<file path="src/msc_defs.vh">
// register map, field positions, reset values and timing counts
`ifndef MSC_DEFS_VH
`define MSC_DEFS_VH
`define MSC_OFS_SPACE 12'h000
`define MSC_OFS_DRAM 12'h004
`define MSC_OFS_STATUS 12'h008
`define MSC_SPACE_RESET 32'h01fc3faf
`define MSC_SPACE_WMASK 32'h03ff3fbf
`define MSC_DRAM_RESET 32'h00400000
`define MSC_DRAM_WMASK 32'h1bffffff
`define MSC_S_SRAM_PAR 25
`define MSC_S_SRAM_GAP 24
`define MSC_S_SRAM_RW 23:21
`define MSC_S_SRAM_WW 20:18
`define MSC_S_SRAM_WID 17:16
`define MSC_S_ROM_PAR 14
`define MSC_S_ROM_GAP 13
`define MSC_S_ROM_RW 12:10
`define MSC_S_ROM_WID 9:8
`define MSC_S_SETUP 7
`define MSC_S_GEN_PAR 6
`define MSC_S_GEN_GAP 5
`define MSC_S_UNIT 4
`define MSC_S_GEN_WAIT 3:2
`define MSC_S_GEN_WID 1:0
`define MSC_D_PAGE 28:27
`define MSC_D_PAR 26
`define MSC_D_SCHEME 25:24
`define MSC_D_PRIO 23
`define MSC_D_CYCLE 22:21
`define MSC_D_ROW_MSB 20:18
`define MSC_D_ROW_SHIFT 17:16
`define MSC_D_COL_MSB 15:13
`define MSC_D_WID 12:11
`define MSC_D_REF_KIND 10
`define MSC_D_REF_LOAD 9:0
`define MSC_SP_ROM 4'h0
`define MSC_SP_SRAM 4'h1
`define MSC_SP_DRAM 4'h2
`define MSC_REFRESH_DIV 16
`define MSC_GEN_BASE 4'h4
`endif

</file>
<file path="src/msc_top.v">
// bus interface configuration and access sequencer for rom/sram/dram/general
//
// Summary of operation
// sram parity enable, reset 0, makes sram parity errors bus errors
// sram idle-gap bit, reset 1, idles one clock after rom/dram read
// sram read and write wait codes, reset 111, give 2..6,8,10,12 clocks
// width 00 on sram or rom means no device; access raises exception
// rom, general and dram parity enables reset 0 and stay 0 here
// rom/general idle-gap bits, reset 1, idle one clock after sram/dram read
// rom read wait code, reset 111, same encoding as sram waits
// write data setup bit, reset 1, delays general write strobe one unit
// clock unit bit, reset 0, general timing in one or two clocks
// general wait 00..11 gives 4..7 units, reset 11
// general width, reset 11; 00 makes general access raise exception
// software waits for dram start-up after writing dram config
// dram page kind, reset 00: fast page or extended-data-out
// dram scheme: one or two row strobes, lanes by column or write strobe
// priority bit: data waits for dram line fill when 0, goes first when 1
// dram cycle length 01 gives 2 clocks, 10 gives 3, reset 10
// row msb select, reset 000, picks A17..A23 as top row bit
// row shift 00..11 shifts row down by 8..11 bits
// column msb select 000..100 picks A08..A12 as top column bit
// dram width 00 means no dram; access raises exception
// refresh kind: normal cas-before-ras or self-refresh
// 10-bit refresh reload, reset 0, sets refresh interval
// rom select low for rom space, sram select low for sram space
// address strobe low for general space, dram strobes for dram space
// refresh counter steps every 16 clocks, requests refresh at zero
// strobes and select held for the programmed number of clocks
//
// The implementer's own choices: the register offsets and the APB slave port.
`timescale 1ns/100ps
`include "msc_defs.vh"
module msc_top (
  input wire clk_sys,
  input wire sys_rst,
  input wire psel,
  input wire penable,
  input wire pwrite,
  input wire [11:0] paddr,
  input wire [31:0] pwdata,
  output reg [31:0] prdata,
  output wire pready,
  output wire pslverr,
  input wire fetchReq,
  input wire fetchFill,
  input wire [31:0] fetchAddr,
  input wire dataReq,
  input wire dataWrite,
  input wire [31:0] dataAddr,
  input wire parityErr,
  output reg accDone,
  output reg accIsData,
  output reg accBusErr,
  output reg accExc,
  output wire romSel_n,
  output wire sramSel_n,
  output wire addrStrobe_n,
  output wire readStrobe_n,
  output wire writeStrobe_n,
  output wire [1:0] rowStrobe_n,
  output wire [1:0] colStrobe_n,
  output wire [1:0] dramWrite_n,
  output wire [23:0] memAddr
);
  localparam IDLE = 2'h0;
  localparam GAP = 2'h1;
  localparam ACCESS = 2'h2;
  localparam REFRESH = 2'h3;

  reg [31:0] spaceCfg;
  reg [31:0] dramCfg;
  reg [1:0] state;
  reg [4:0] cnt;
  reg [4:0] curLen;
  reg [31:0] curAddr;
  reg curWrite;
  reg curData;
  reg [3:0] curSpace;
  reg lastRead;
  reg [3:0] lastSpace;
  reg fillLock;
  reg [3:0] preDiv;
  reg [9:0] refCount;
  reg refPending;
  wire [3:0] sramRdLen;
  wire [3:0] sramWrLen;
  wire [3:0] romLen;

  // apb slave: zero-wait, unmapped offsets answer with an error
  wire apbSetup = psel & ~penable;
  wire apbWr = psel & penable & pwrite;
  wire hitSpace = paddr == `MSC_OFS_SPACE;
  wire hitDram = paddr == `MSC_OFS_DRAM;
  wire hitStatus = paddr == `MSC_OFS_STATUS;
  assign pready = 1'b1;
  assign pslverr = psel & penable & ~(hitSpace | hitDram | hitStatus);

  // read data captured in the setup phase
  always @(posedge clk_sys)
  begin
    if (sys_rst)
      prdata <= 32'h0;
    else if (apbSetup)
      prdata <= hitSpace ? spaceCfg : hitDram ? dramCfg : hitStatus ?
        {13'h0, fillLock, state, curSpace, 1'b0, refPending, refCount} :
        32'h0;
  end

  // configuration registers; parity enables other than sram stay 0
  always @(posedge clk_sys)
  begin
    if (sys_rst)
    begin
      spaceCfg <= `MSC_SPACE_RESET;
      dramCfg <= `MSC_DRAM_RESET;
    end
    else if (apbWr && hitSpace)
      spaceCfg <= pwdata & `MSC_SPACE_WMASK;
    else if (apbWr && hitDram)
      dramCfg <= pwdata & `MSC_DRAM_WMASK;
  end

  msc_wait_cycles uSramRd (
    .code(spaceCfg[`MSC_S_SRAM_RW]),
    .cycles(sramRdLen)
  );
  msc_wait_cycles uSramWr (
    .code(spaceCfg[`MSC_S_SRAM_WW]),
    .cycles(sramWrLen)
  );
  msc_wait_cycles uRom (
    .code(spaceCfg[`MSC_S_ROM_RW]),
    .cycles(romLen)
  );

  // arbitration between instruction fetch and load/store data
  wire fillBlocks = (fillLock | (fetchReq & fetchFill &
    fetchAddr[31:28] == `MSC_SP_DRAM)) & ~dramCfg[`MSC_D_PRIO];
  wire pickData = dataReq & ~(fetchReq & fillBlocks);
  wire anyReq = dataReq | fetchReq;
  wire [31:0] selAddr = pickData ? dataAddr : fetchAddr;
  wire selWrite = pickData & dataWrite;
  wire [3:0] selSpace = selAddr[31:28];

  // space decode, width check and access length of the selected request
  wire isRom = selSpace == `MSC_SP_ROM;
  wire isSram = selSpace == `MSC_SP_SRAM;
  wire isDram = selSpace == `MSC_SP_DRAM;
  wire isGen = selSpace[3:2] == 2'h1;
  wire unit2 = spaceCfg[`MSC_S_UNIT];
  reg selExc;
  reg [4:0] selLen;
  always @*
  begin
    selExc = 1'b1;
    selLen = 5'h1;
    if (isRom)
    begin
      selExc = spaceCfg[`MSC_S_ROM_WID] == 2'h0;
      selLen = {1'b0, romLen};
    end
    else if (isSram)
    begin
      selExc = spaceCfg[`MSC_S_SRAM_WID] == 2'h0;
      selLen = {1'b0, selWrite ? sramWrLen : sramRdLen};
    end
    else if (isDram)
    begin
      selExc = dramCfg[`MSC_D_WID] == 2'h0;
      selLen = dramCfg[`MSC_D_CYCLE] == 2'h1 ? 5'h2 : 5'h3;
    end
    else if (isGen)
    begin
      selExc = spaceCfg[`MSC_S_GEN_WID] == 2'h0;
      selLen = {2'h0, 1'b1, spaceCfg[`MSC_S_GEN_WAIT]} << unit2;
    end
  end

  // an idle clock is needed before sram after a rom/dram read, and before rom/general after an sram/dram read;
  // a launch in the last access cycle follows the access still running
  wire prevRead = state == ACCESS ? ~curWrite : lastRead;
  wire [3:0] prevSpace = state == ACCESS ? curSpace : lastSpace;
  wire prevSd = prevRead & (prevSpace == `MSC_SP_SRAM |
    prevSpace == `MSC_SP_DRAM);
  wire prevRd = prevRead & (prevSpace == `MSC_SP_ROM |
    prevSpace == `MSC_SP_DRAM);
  wire needGap = (isSram & spaceCfg[`MSC_S_SRAM_GAP] & prevRd) |
    (isRom & spaceCfg[`MSC_S_ROM_GAP] & prevSd) |
    (isGen & spaceCfg[`MSC_S_GEN_GAP] & prevSd);

  // refresh interval: prescaler of 16, then reload counter
  wire preTick = &preDiv; // 16-clock prescaler wraps at all ones
  wire refFire = preTick && refCount == 10'h0 &&
    dramCfg[`MSC_D_REF_LOAD] != 10'h0;
  wire refTake = state == REFRESH && cnt == 5'h0;
  always @(posedge clk_sys)
  begin
    if (sys_rst)
    begin
      preDiv <= 4'h0;
      refCount <= 10'h0;
      refPending <= 1'b0;
    end
    else
    begin
      preDiv <= preDiv + 4'h1;
      if (preTick)
        refCount <= refCount == 10'h0 ? dramCfg[`MSC_D_REF_LOAD] :
          refCount - 10'h1;
      if (refFire)
        refPending <= 1'b1;
      else if (refTake)
        refPending <= 1'b0;
    end
  end

  // sequencer
  wire lastCyc = cnt == curLen - 5'h1;
  wire selfHold = dramCfg[`MSC_D_REF_KIND] & ~anyReq;
  wire canLaunch = state == IDLE | (state == ACCESS & lastCyc);
  // a refused request waits for idle so its result never merges with a
  // finishing access into one done pulse
  wire launch = canLaunch & anyReq & ~refPending &
    ~(selExc & state == ACCESS);
  always @(posedge clk_sys)
  begin
    if (sys_rst)
    begin
      state <= IDLE;
      cnt <= 5'h0;
      curLen <= 5'h1;
      curAddr <= 32'h0;
      curWrite <= 1'b0;
      curData <= 1'b0;
      curSpace <= 4'h0;
      lastRead <= 1'b0;
      lastSpace <= 4'h0;
      fillLock <= 1'b0;
      accDone <= 1'b0;
      accIsData <= 1'b0;
      accBusErr <= 1'b0;
      accExc <= 1'b0;
    end
    else
    begin
      accDone <= 1'b0;
      accBusErr <= 1'b0;
      accExc <= 1'b0;
      if (!fetchFill)
        fillLock <= 1'b0;
      if (state == ACCESS && lastCyc)
      begin
        // finish: parity is judged only on reads
        accDone <= 1'b1;
        accIsData <= curData;
        accBusErr <= ~curWrite & parityErr &
          ((curSpace == `MSC_SP_SRAM & spaceCfg[`MSC_S_SRAM_PAR]) |
          (curSpace == `MSC_SP_ROM & spaceCfg[`MSC_S_ROM_PAR]) |
          (curSpace == `MSC_SP_DRAM & dramCfg[`MSC_D_PAR]) |
          (curSpace[3:2] == 2'h1 & spaceCfg[`MSC_S_GEN_PAR]));
        lastRead <= ~curWrite;
        lastSpace <= curSpace;
      end
      else if (state != ACCESS)
        lastRead <= lastRead & (state == IDLE) & ~canLaunch;
      case (state)
        IDLE, ACCESS:
        begin
          if (launch && selExc)
          begin
            accDone <= 1'b1;
            accIsData <= pickData;
            accExc <= 1'b1;
            state <= IDLE;
            lastRead <= 1'b0;
          end
          else if (launch)
          begin
            curAddr <= selAddr;
            curWrite <= selWrite;
            curData <= pickData;
            curSpace <= selSpace;
            curLen <= selLen;
            cnt <= 5'h0;
            state <= needGap ? GAP : ACCESS;
            if (!pickData && fetchFill && isDram)
              fillLock <= 1'b1;
          end
          else if (state == IDLE && refPending)
          begin
            cnt <= 5'h0;
            state <= REFRESH;
          end
          else if (state == ACCESS && !lastCyc)
            cnt <= cnt + 5'h1;
          else
            state <= IDLE;
        end
        GAP:
          state <= ACCESS;
        REFRESH:
        begin
          if (cnt == 5'h0)
            cnt <= 5'h1;
          else if (!selfHold)
            state <= IDLE;
        end
        default:
          state <= IDLE;
      endcase
    end
  end

  // pin decode from the registered access state
  wire busy = state == ACCESS;
  wire curGen = curSpace[3:2] == 2'h1;
  wire curDram = curSpace == `MSC_SP_DRAM;
  wire [4:0] unitLen = unit2 ? 5'h2 : 5'h1;
  wire setupHold = curGen & curWrite & spaceCfg[`MSC_S_SETUP] &
    cnt < unitLen;
  assign romSel_n = ~(busy & curSpace == `MSC_SP_ROM);
  assign sramSel_n = ~(busy & curSpace == `MSC_SP_SRAM);
  assign addrStrobe_n = ~(busy & curGen);
  assign readStrobe_n = ~(busy & ~curDram & ~curWrite);
  assign writeStrobe_n = ~(busy & ~curDram & curWrite & ~setupHold);

  // dram row/column multiplexing
  wire [4:0] rowMsb = 5'h11 + {2'h0, dramCfg[`MSC_D_ROW_MSB]};
  wire [4:0] colMsb = 5'h8 + {2'h0, dramCfg[`MSC_D_COL_MSB]};
  wire [4:0] rowShift = 5'h8 + {3'h0, dramCfg[`MSC_D_ROW_SHIFT]};
  wire [23:0] rowMask = ~(24'hfffffe << rowMsb);
  wire [23:0] colMask = ~(24'hfffffe << colMsb);
  wire [23:0] rowAddr = (curAddr[23:0] & rowMask) >> rowShift;
  wire [23:0] colAddr = curAddr[23:0] & colMask;
  wire colPhase = cnt != 5'h0;
  assign memAddr = busy & curDram ? (colPhase ? colAddr : rowAddr) :
    curAddr[23:0];

  // dram strobes; refresh drives column before row
  wire twoRow = dramCfg[24];
  wire weLanes = dramCfg[25];
  wire bankHi = curAddr[rowMsb + 5'h1];
  wire dramBusy = busy & curDram;
  wire edoEarly = dramCfg[`MSC_D_PAGE] == 2'h1 & lastCyc & ~curWrite;
  wire colOn = dramBusy & colPhase & ~edoEarly;
  wire refOn = state == REFRESH;
  wire rowOn = refOn ? cnt != 5'h0 : dramBusy;
  wire [1:0] rowSel = refOn | ~twoRow ? 2'h3 : (bankHi ? 2'h2 : 2'h1);
  wire [1:0] laneAct = 2'h3;
  assign rowStrobe_n = ~(rowOn ? rowSel : 2'h0);
  assign colStrobe_n = ~(refOn ? 2'h3 :
    (colOn & (~weLanes | ~curWrite) ? laneAct : 2'h0));
  assign dramWrite_n = ~(colOn & curWrite ?
    (weLanes ? laneAct : 2'h3) : 2'h0);
endmodule

</file>
<file path="src/msc_wait_cycles.v">
// converts a 3-bit rom/sram wait code into an access length in clocks
`timescale 1ns/100ps
module msc_wait_cycles (
  input wire [2:0] code,
  output reg [3:0] cycles
);
  // 2..6 clocks linearly, then 8, 10 and 12
  always @*
  begin
    case (code)
      3'h5: cycles = 4'h8;
      3'h6: cycles = 4'ha;
      3'h7: cycles = 4'hc;
      default: cycles = {1'b0, code} + 4'h2;
    endcase
  end
endmodule

</file>
<file path="config.mk">
export PLATFORM = sky130hd
export DESIGN_NAME = msc_top
export DESIGN_NICKNAME = d
export VERILOG_FILES = /design/src/msc_top.v /design/src/msc_wait_cycles.v
export VERILOG_INCLUDE_DIRS = /design/src
export SDC_FILE = /design/constraint.sdc
export NUM_CORES = 1
export LEC_CHECK = 0
export ABC_AREA = 1
export BUFFER_PORTS_ARGS = -buffer_cell sky130_fd_sc_hd__buf_4
export CAP_MARGIN = 40
export CORE_MARGIN = 2
export CORE_UTILIZATION = 30
export DETAILED_ROUTE_END_ITERATION = 10
export PLACE_DENSITY = 0.55
export SETUP_SLACK_MARGIN = 0.2
export SYNTH_ARGS = -nofsm -noshare
export SYNTH_HDL_FRONTEND = slang
export SYNTH_SLANG_ARGS = --single-unit
</file>
<file path="constraint.sdc">
create_clock -name clk_sys -period 7.3 [get_ports clk_sys]
set_input_delay 1.46 -clock clk_sys [delete_from_list [all_inputs] [get_ports clk_sys]]
set_output_delay 1.46 -clock clk_sys [all_outputs]
set_load 0.1 [all_outputs]
</file>
; ---- After elaboration in Yosys (flattened, before gate mapping)
; Index checks and enable logic that the tools add are counted.
[classes]
shift = 4
n_lt_le_gt_ge = 2
n_bitwise = 87
n_addsub = 11
eq_ne = 33
mux = 64
n_reduce_logical = 36
[op_table]
columns = op, count
row1 = $mux W29, 2
row2 = $and A24 B24 Y24, 2
row3 = $mux W24, 2
row4 = $not A24 Y24, 2
row5 = $shl A24 B5 Y24 const A, 2
row6 = $and A1 B1 Y1, 46
row7 = $mux W5, 9
row8 = $pmux W4 S3, 3
row9 = $mux W32, 1
row10 = $mux W2, 14
row11 = $eq A3 B3 Y1 const B, 9
row12 = $mux W1, 26
row13 = $shr A24 B5 Y24, 1
row14 = $not A1 Y1, 23
row15 = $mux W19, 1
row16 = $eq A4 B2 Y1 const B, 4
row17 = $add A3 B2 Y4 const B, 3
row18 = $eq A12 B3 Y1 const B, 1
row19 = $eq A12 B4 Y1 const B, 1
row20 = $eq A4 B1 Y1 const B, 3
row21 = $logic_not A12 Y1, 1
row22 = $logic_not A4 Y1, 3
row23 = $logic_and A1 B1 Y1, 11
row24 = $or A1 B1 Y1, 11
row25 = 34 further kinds, 56
[word_totals]
inputBits = 118
word_cells = 257
regBits = 158
output_inout_bits = 73

; ---- Longest topological paths before layout
[logic_depth]
ltp_word = 19
mapped_depth = 19
mapped_depth_nobuf = 19

; ---- Cells and area by module
; Synthesis repeated with hierarchy kept, for this count alone.
[hier_totals]
hier_cells = 1218
area_unflattened_um2 = 8229.1
[by_module_without_submodules]
columns = mod, area_each_um2, seq_area_each_um2, cells_per_inst, instances
row1 = msc_top, 8041.5, 2982.9, 1185, 1
row2 = msc_wait_cycles, 62.6, 0.0, 11, 3

; ---- Worst setup path before layout
; No wires, ideal clock.
[synth_path]
path_kind = input to output
startpoint = in paddr[1]
endpoint = out pslverr
t_arrival_ns = 4.086
setup_slack_ns = 1.754
required_ns = 5.840
path_stages = 6
n_path_buf = 1
cell_sequence = or2_1 > nor3_1 > nand2_1 > inv_1 > clkbuf_1 > nor3_1
[synth_between]
elab_chain_cells = 5
word_cells_on_any_way = 7
cone_classes = eq/ne (2) / bitwise (4) / reduce/logical (1)
[synth_lines]
columns = element, line
row1 = "start, declared", msc_top.v:40  ; input wire [11:0] paddr,
row2 = $eq A12 B3 Y1 (no source line) / $logic_not A12 Y1 (equally long branches), --
row3 = $or A1 B1 Y1, msc_top.v:97  ; assign pslverr = psel & penable & ~(hitSpace | hitDram | hitStatus);
row4 = $or A1 B1 Y1 *, msc_top.v:97
row5 = $not A1 Y1 *, msc_top.v:97
row6 = $and A1 B1 Y1 *, msc_top.v:97
row7 = "end, declared", msc_top.v:44  ; output wire pslverr,
; Mark *: on every way between the ends. The rest lies on a longest branch, timed or not.

; ---- Final worst setup path
[layout_path]
startpoint = reg state[1]
endpoint = out memAddr[13]
[layout_between]
elab_chain_cells = 3
[layout_lines]
columns = element, line
row1 = "start, declared", msc_top.v:73  ; reg [1:0] state;
row2 = "start signal, assigned", msc_top.v:286  ; state <= needGap ? GAP : ACCESS;
row3 = $eq A2 B2 Y1, msc_top.v:316  ; wire busy = state == ACCESS;
row4 = $and A1 B1 Y1, msc_top.v:337  ; assign memAddr = busy & curDram ? (colPhase ? colAddr : rowAddr) :
row5 = $mux W24, msc_top.v:337
row6 = "end, declared", msc_top.v:64  ; output wire [23:0] memAddr
; Every way passes these cells.

==> results.yml <==
floorplan:
  io_pins: 191
  rows: 60
  dieArea_mm2: 0.0286
  die_height_um: 169
  die_w_um: 169
  core_mm2: 0.0269
  start_util: 0.305
run_status:
  status: "finished, final reports clean"
drt:
  ant_nets: 0
  first_pass_iters: 7
  drtIter0Drc: 584
  drc: 0
  routed_wl_mm: 29.2
  via_count: 8705
  viasPerCell: 5.10
  avgRoutedWirePerCell_um: 17.1
critical_path:
  rr_worst_depth: 13
  r2r-end: "curAddr[28]$_SDFFE_PP0P_"
  cpMaxStageDelayCell: "nor2_2"
  cpMostUsedCell: "inv_2"
  required_ns: 5.84
  crit_arrival_ns: 3.71
  critical_path_class: "reg2out"
  start_kind: "flop"
  critPathMaxFanout: 14
  crit_chain: "inv_1 -> nor2_2 -> inv_2 -> nor2_1 -> inv_2 -> nor2_1 -> inv_2 -> nor2_2 -> clkinv_1 -> o221ai_1 -> buf_4"
  regToRegStartpoint: "curLen[1]$_SDFFE_PP0P_"
  worstSetupEndpointType: "output port"
  ff2ff_setup_slack_ns: 4.47
  critPathMaxStageDelay_ns: 0.41
place:
  dp_cells: 1675
  dpl.hpwl_mm: 21.7
  gp_congestion: 0.888
  io_buffers: 181
power:
  p_switching_mw: 1.17
  swShare: 0.410
  p_comb_frac: 0.349
  p_int_mw: 1.68
  p_clk_frac: 0.317
  vdd_drop_max_uv: 120
  pwr-share-seq: 0.334
  power_density_mw_per_mm2: 274
  p_leak_nw: 4.65
global_route:
  grt.total_usage: 0.203
  grt_pass1_wl_mm: 44.9
  grt_pass1_vias: 8030
  overflow: 0
  antenna_found_initial: 0
  grt_max_degree: 67
cells_and_area:
  final_cell_mix: "nand2_1, buf_4, inv_1, dfxtp_1, o21ai_0"
  utilization: 0.386
  drive_gt1_frac: 0.188
  final_nets: 1486
  fin_cells: 1706
  final_common_cell: "nand2_1"
  antenna_cells: 0
  syn_to_final_growth_pct: 26.7
sta:
  final-hold-violation-count: 0
  worst_pin_slew_ns: 0.773
  rsz0062_at_grt: "false"
  finalSetupTns_ns: 0
  slew_headroom: 0.485
  fin_worst_skew_ns: 0.00843
  fmax_ghz: 0.193
  slew_viol_final: 0
  period_share: 0.709
  finalSetupViolCount: 0
  period_needed_ns: 5.17
clocking:
  tritoncts: "done"
  cts_made_buffers: 17
  insertion_delay_ns: 0.43
  h-tree-depth: 4
  cts_sinks: 149
  hold_buffers: 0
  cts-root-buf: "clkbuf_16"
  post-cts-setup-buffers: 0
  clk_pin_slew_ns: 0.06
  cts-resized-gates: 0
  cts.path.max_buffers: 2
hold_path:
  hold_end: "preDiv[0]$_SDFF_PP0_"
  hp-class: "reg2reg"
  worstHoldStart: "preDiv[0]$_SDFF_PP0_"
  hold_path_depth: 1
synthesis:
  synth_cells: 1207
  ys_seq_area_frac: 0.364
  syn_area_mm2: 0.00819
  synth_edf_count: 0
  yosys.area.top_type_share: 0.364
  yosysWarnings: 0
  synth_area_per_cell_um2: 6.78
  synth-async-reset-ratio: 0
  synth-seq-cells: 149
  synthTopCellsByArea: "dfxtp_1, nand2_1, o21ai_0"
  synth_cell_types: 50
  ys.flop_type: "dfxtp_1"
  yosys.area.top_type: "dfxtp_1"
job:
  drv_cap: 0
-- layout make-up --
type                       count  area (µm²)
clock buffer                  18         429
clock inverter                13         158
fill                        2961       16500
inverter                     169         638
multi-input combinational    825        4280
sequential                   149        2980
tap                          341         427
timing repair buffer         191        1460
-- kinds of logic after synthesis --
family,Yosys count,synth area share
simple gates,446,0.235
mux,6,0.00733
xor+xnor,7,0.00749
compound gates,346,0.248
buf+inv,236,0.115
fa+ha+maj,15,0.0229
flops,149,0.364
other cells,2,0.000917
-- state kept, by name (all words and copies together) (netlist names), 2 cells and up --
| signal | cells |
|---|---|
| refCount | 10 |
| dramCfg | 28 |
| cnt | 5 |
| preDiv | 4 |
| lastSpace | 4 |
| state | 2 |
| curAddr | 32 |
| curLen | 4 |
| spaceCfg | 23 |
| prdata | 28 |
-- stage by stage --
stage | setup slack [ns] | power [mW] | hold slack, ns | instance area, µm²
after global routing | 1.81 | 2.98 | 0.473 | 10400
after CTS | 2.15 | 2.86 | 0.453 | 10400
after floorplan | 1.75 | 1.69 | 0.418 | 8200
final | 2.13 | 2.84 | 0.449 | 10400
after global placement | 2.41 | 1.95 | 0.430 | 9750
after detailed placement | 2.39 | 1.96 | 0.438 | 9790
-- synthesized netlist by cell type (5+ instances only) --
cell type and number:
nand2_1 251, inv_2 5, a31oi_1 34, o211ai_1 35, nand2_2 8, o21ai_0 129, nand4_1 8, inv_1 160
nand3_1 62, clkbuf_1 44, o22ai_1 20, a21oi_1 84, nor3_1 12, buf_2 13, nor2_1 83, dfxtp_1 149
ha_1 15, o221ai_1 16, mux2i_1 6, buf_4 7, a22oi_1 5
-- how the worst max path moves through the flow --
stage	cells past startpoint	startpoint	endpoint	slack, ns
floorplan	6	paddr[1]	pslverr	1.75
global placement	7	paddr[1]	pslverr	2.41
detailed placement	7	paddr[1]	pslverr	2.39
CTS	11	state[1]$_SDFFE_PP0P_	memAddr[13]	2.15
global route	11	state[1]$_SDFFE_PP0P_	memAddr[13]	1.81
finish	11	state[1]$_SDFFE_PP0P_	memAddr[13]	2.13
-- power groups by stage --
stage / clock (mW) / sequential (mW) / combinational (mW)
floorplan: 0 / 0.999 / 0.695
global placement: 0 / 0.967 / 0.984
detailed placement: 0 / 0.966 / 0.989
CTS: 0.919 / 0.950 / 0.992
global route: 0.952 / 0.958 / 1.07
finish: 0.901 / 0.950 / 0.993
-- worst max-delay path: cells and delay by family, from the launching register on --
kind / cells / cell delay, ns
compound gates: 1 / 0.36
buf+inv: 6 / 1.34
flops: 1 / 0.39
simple gates: 4 / 1.18
-- routing by layer --
metal | wire length, µm | vias up | GRT usage
met5 | 0 | - | 0
met4 | 490 | 0 | 0.0565
met3 | 1620 | 28 | 0.0359
met2 | 13100 | 255 | 0.314
met1 | 14000 | 4080 | 0.289
li1 | - | 4342 | -
Note: power is estimated with default switching activity, not from simulation.
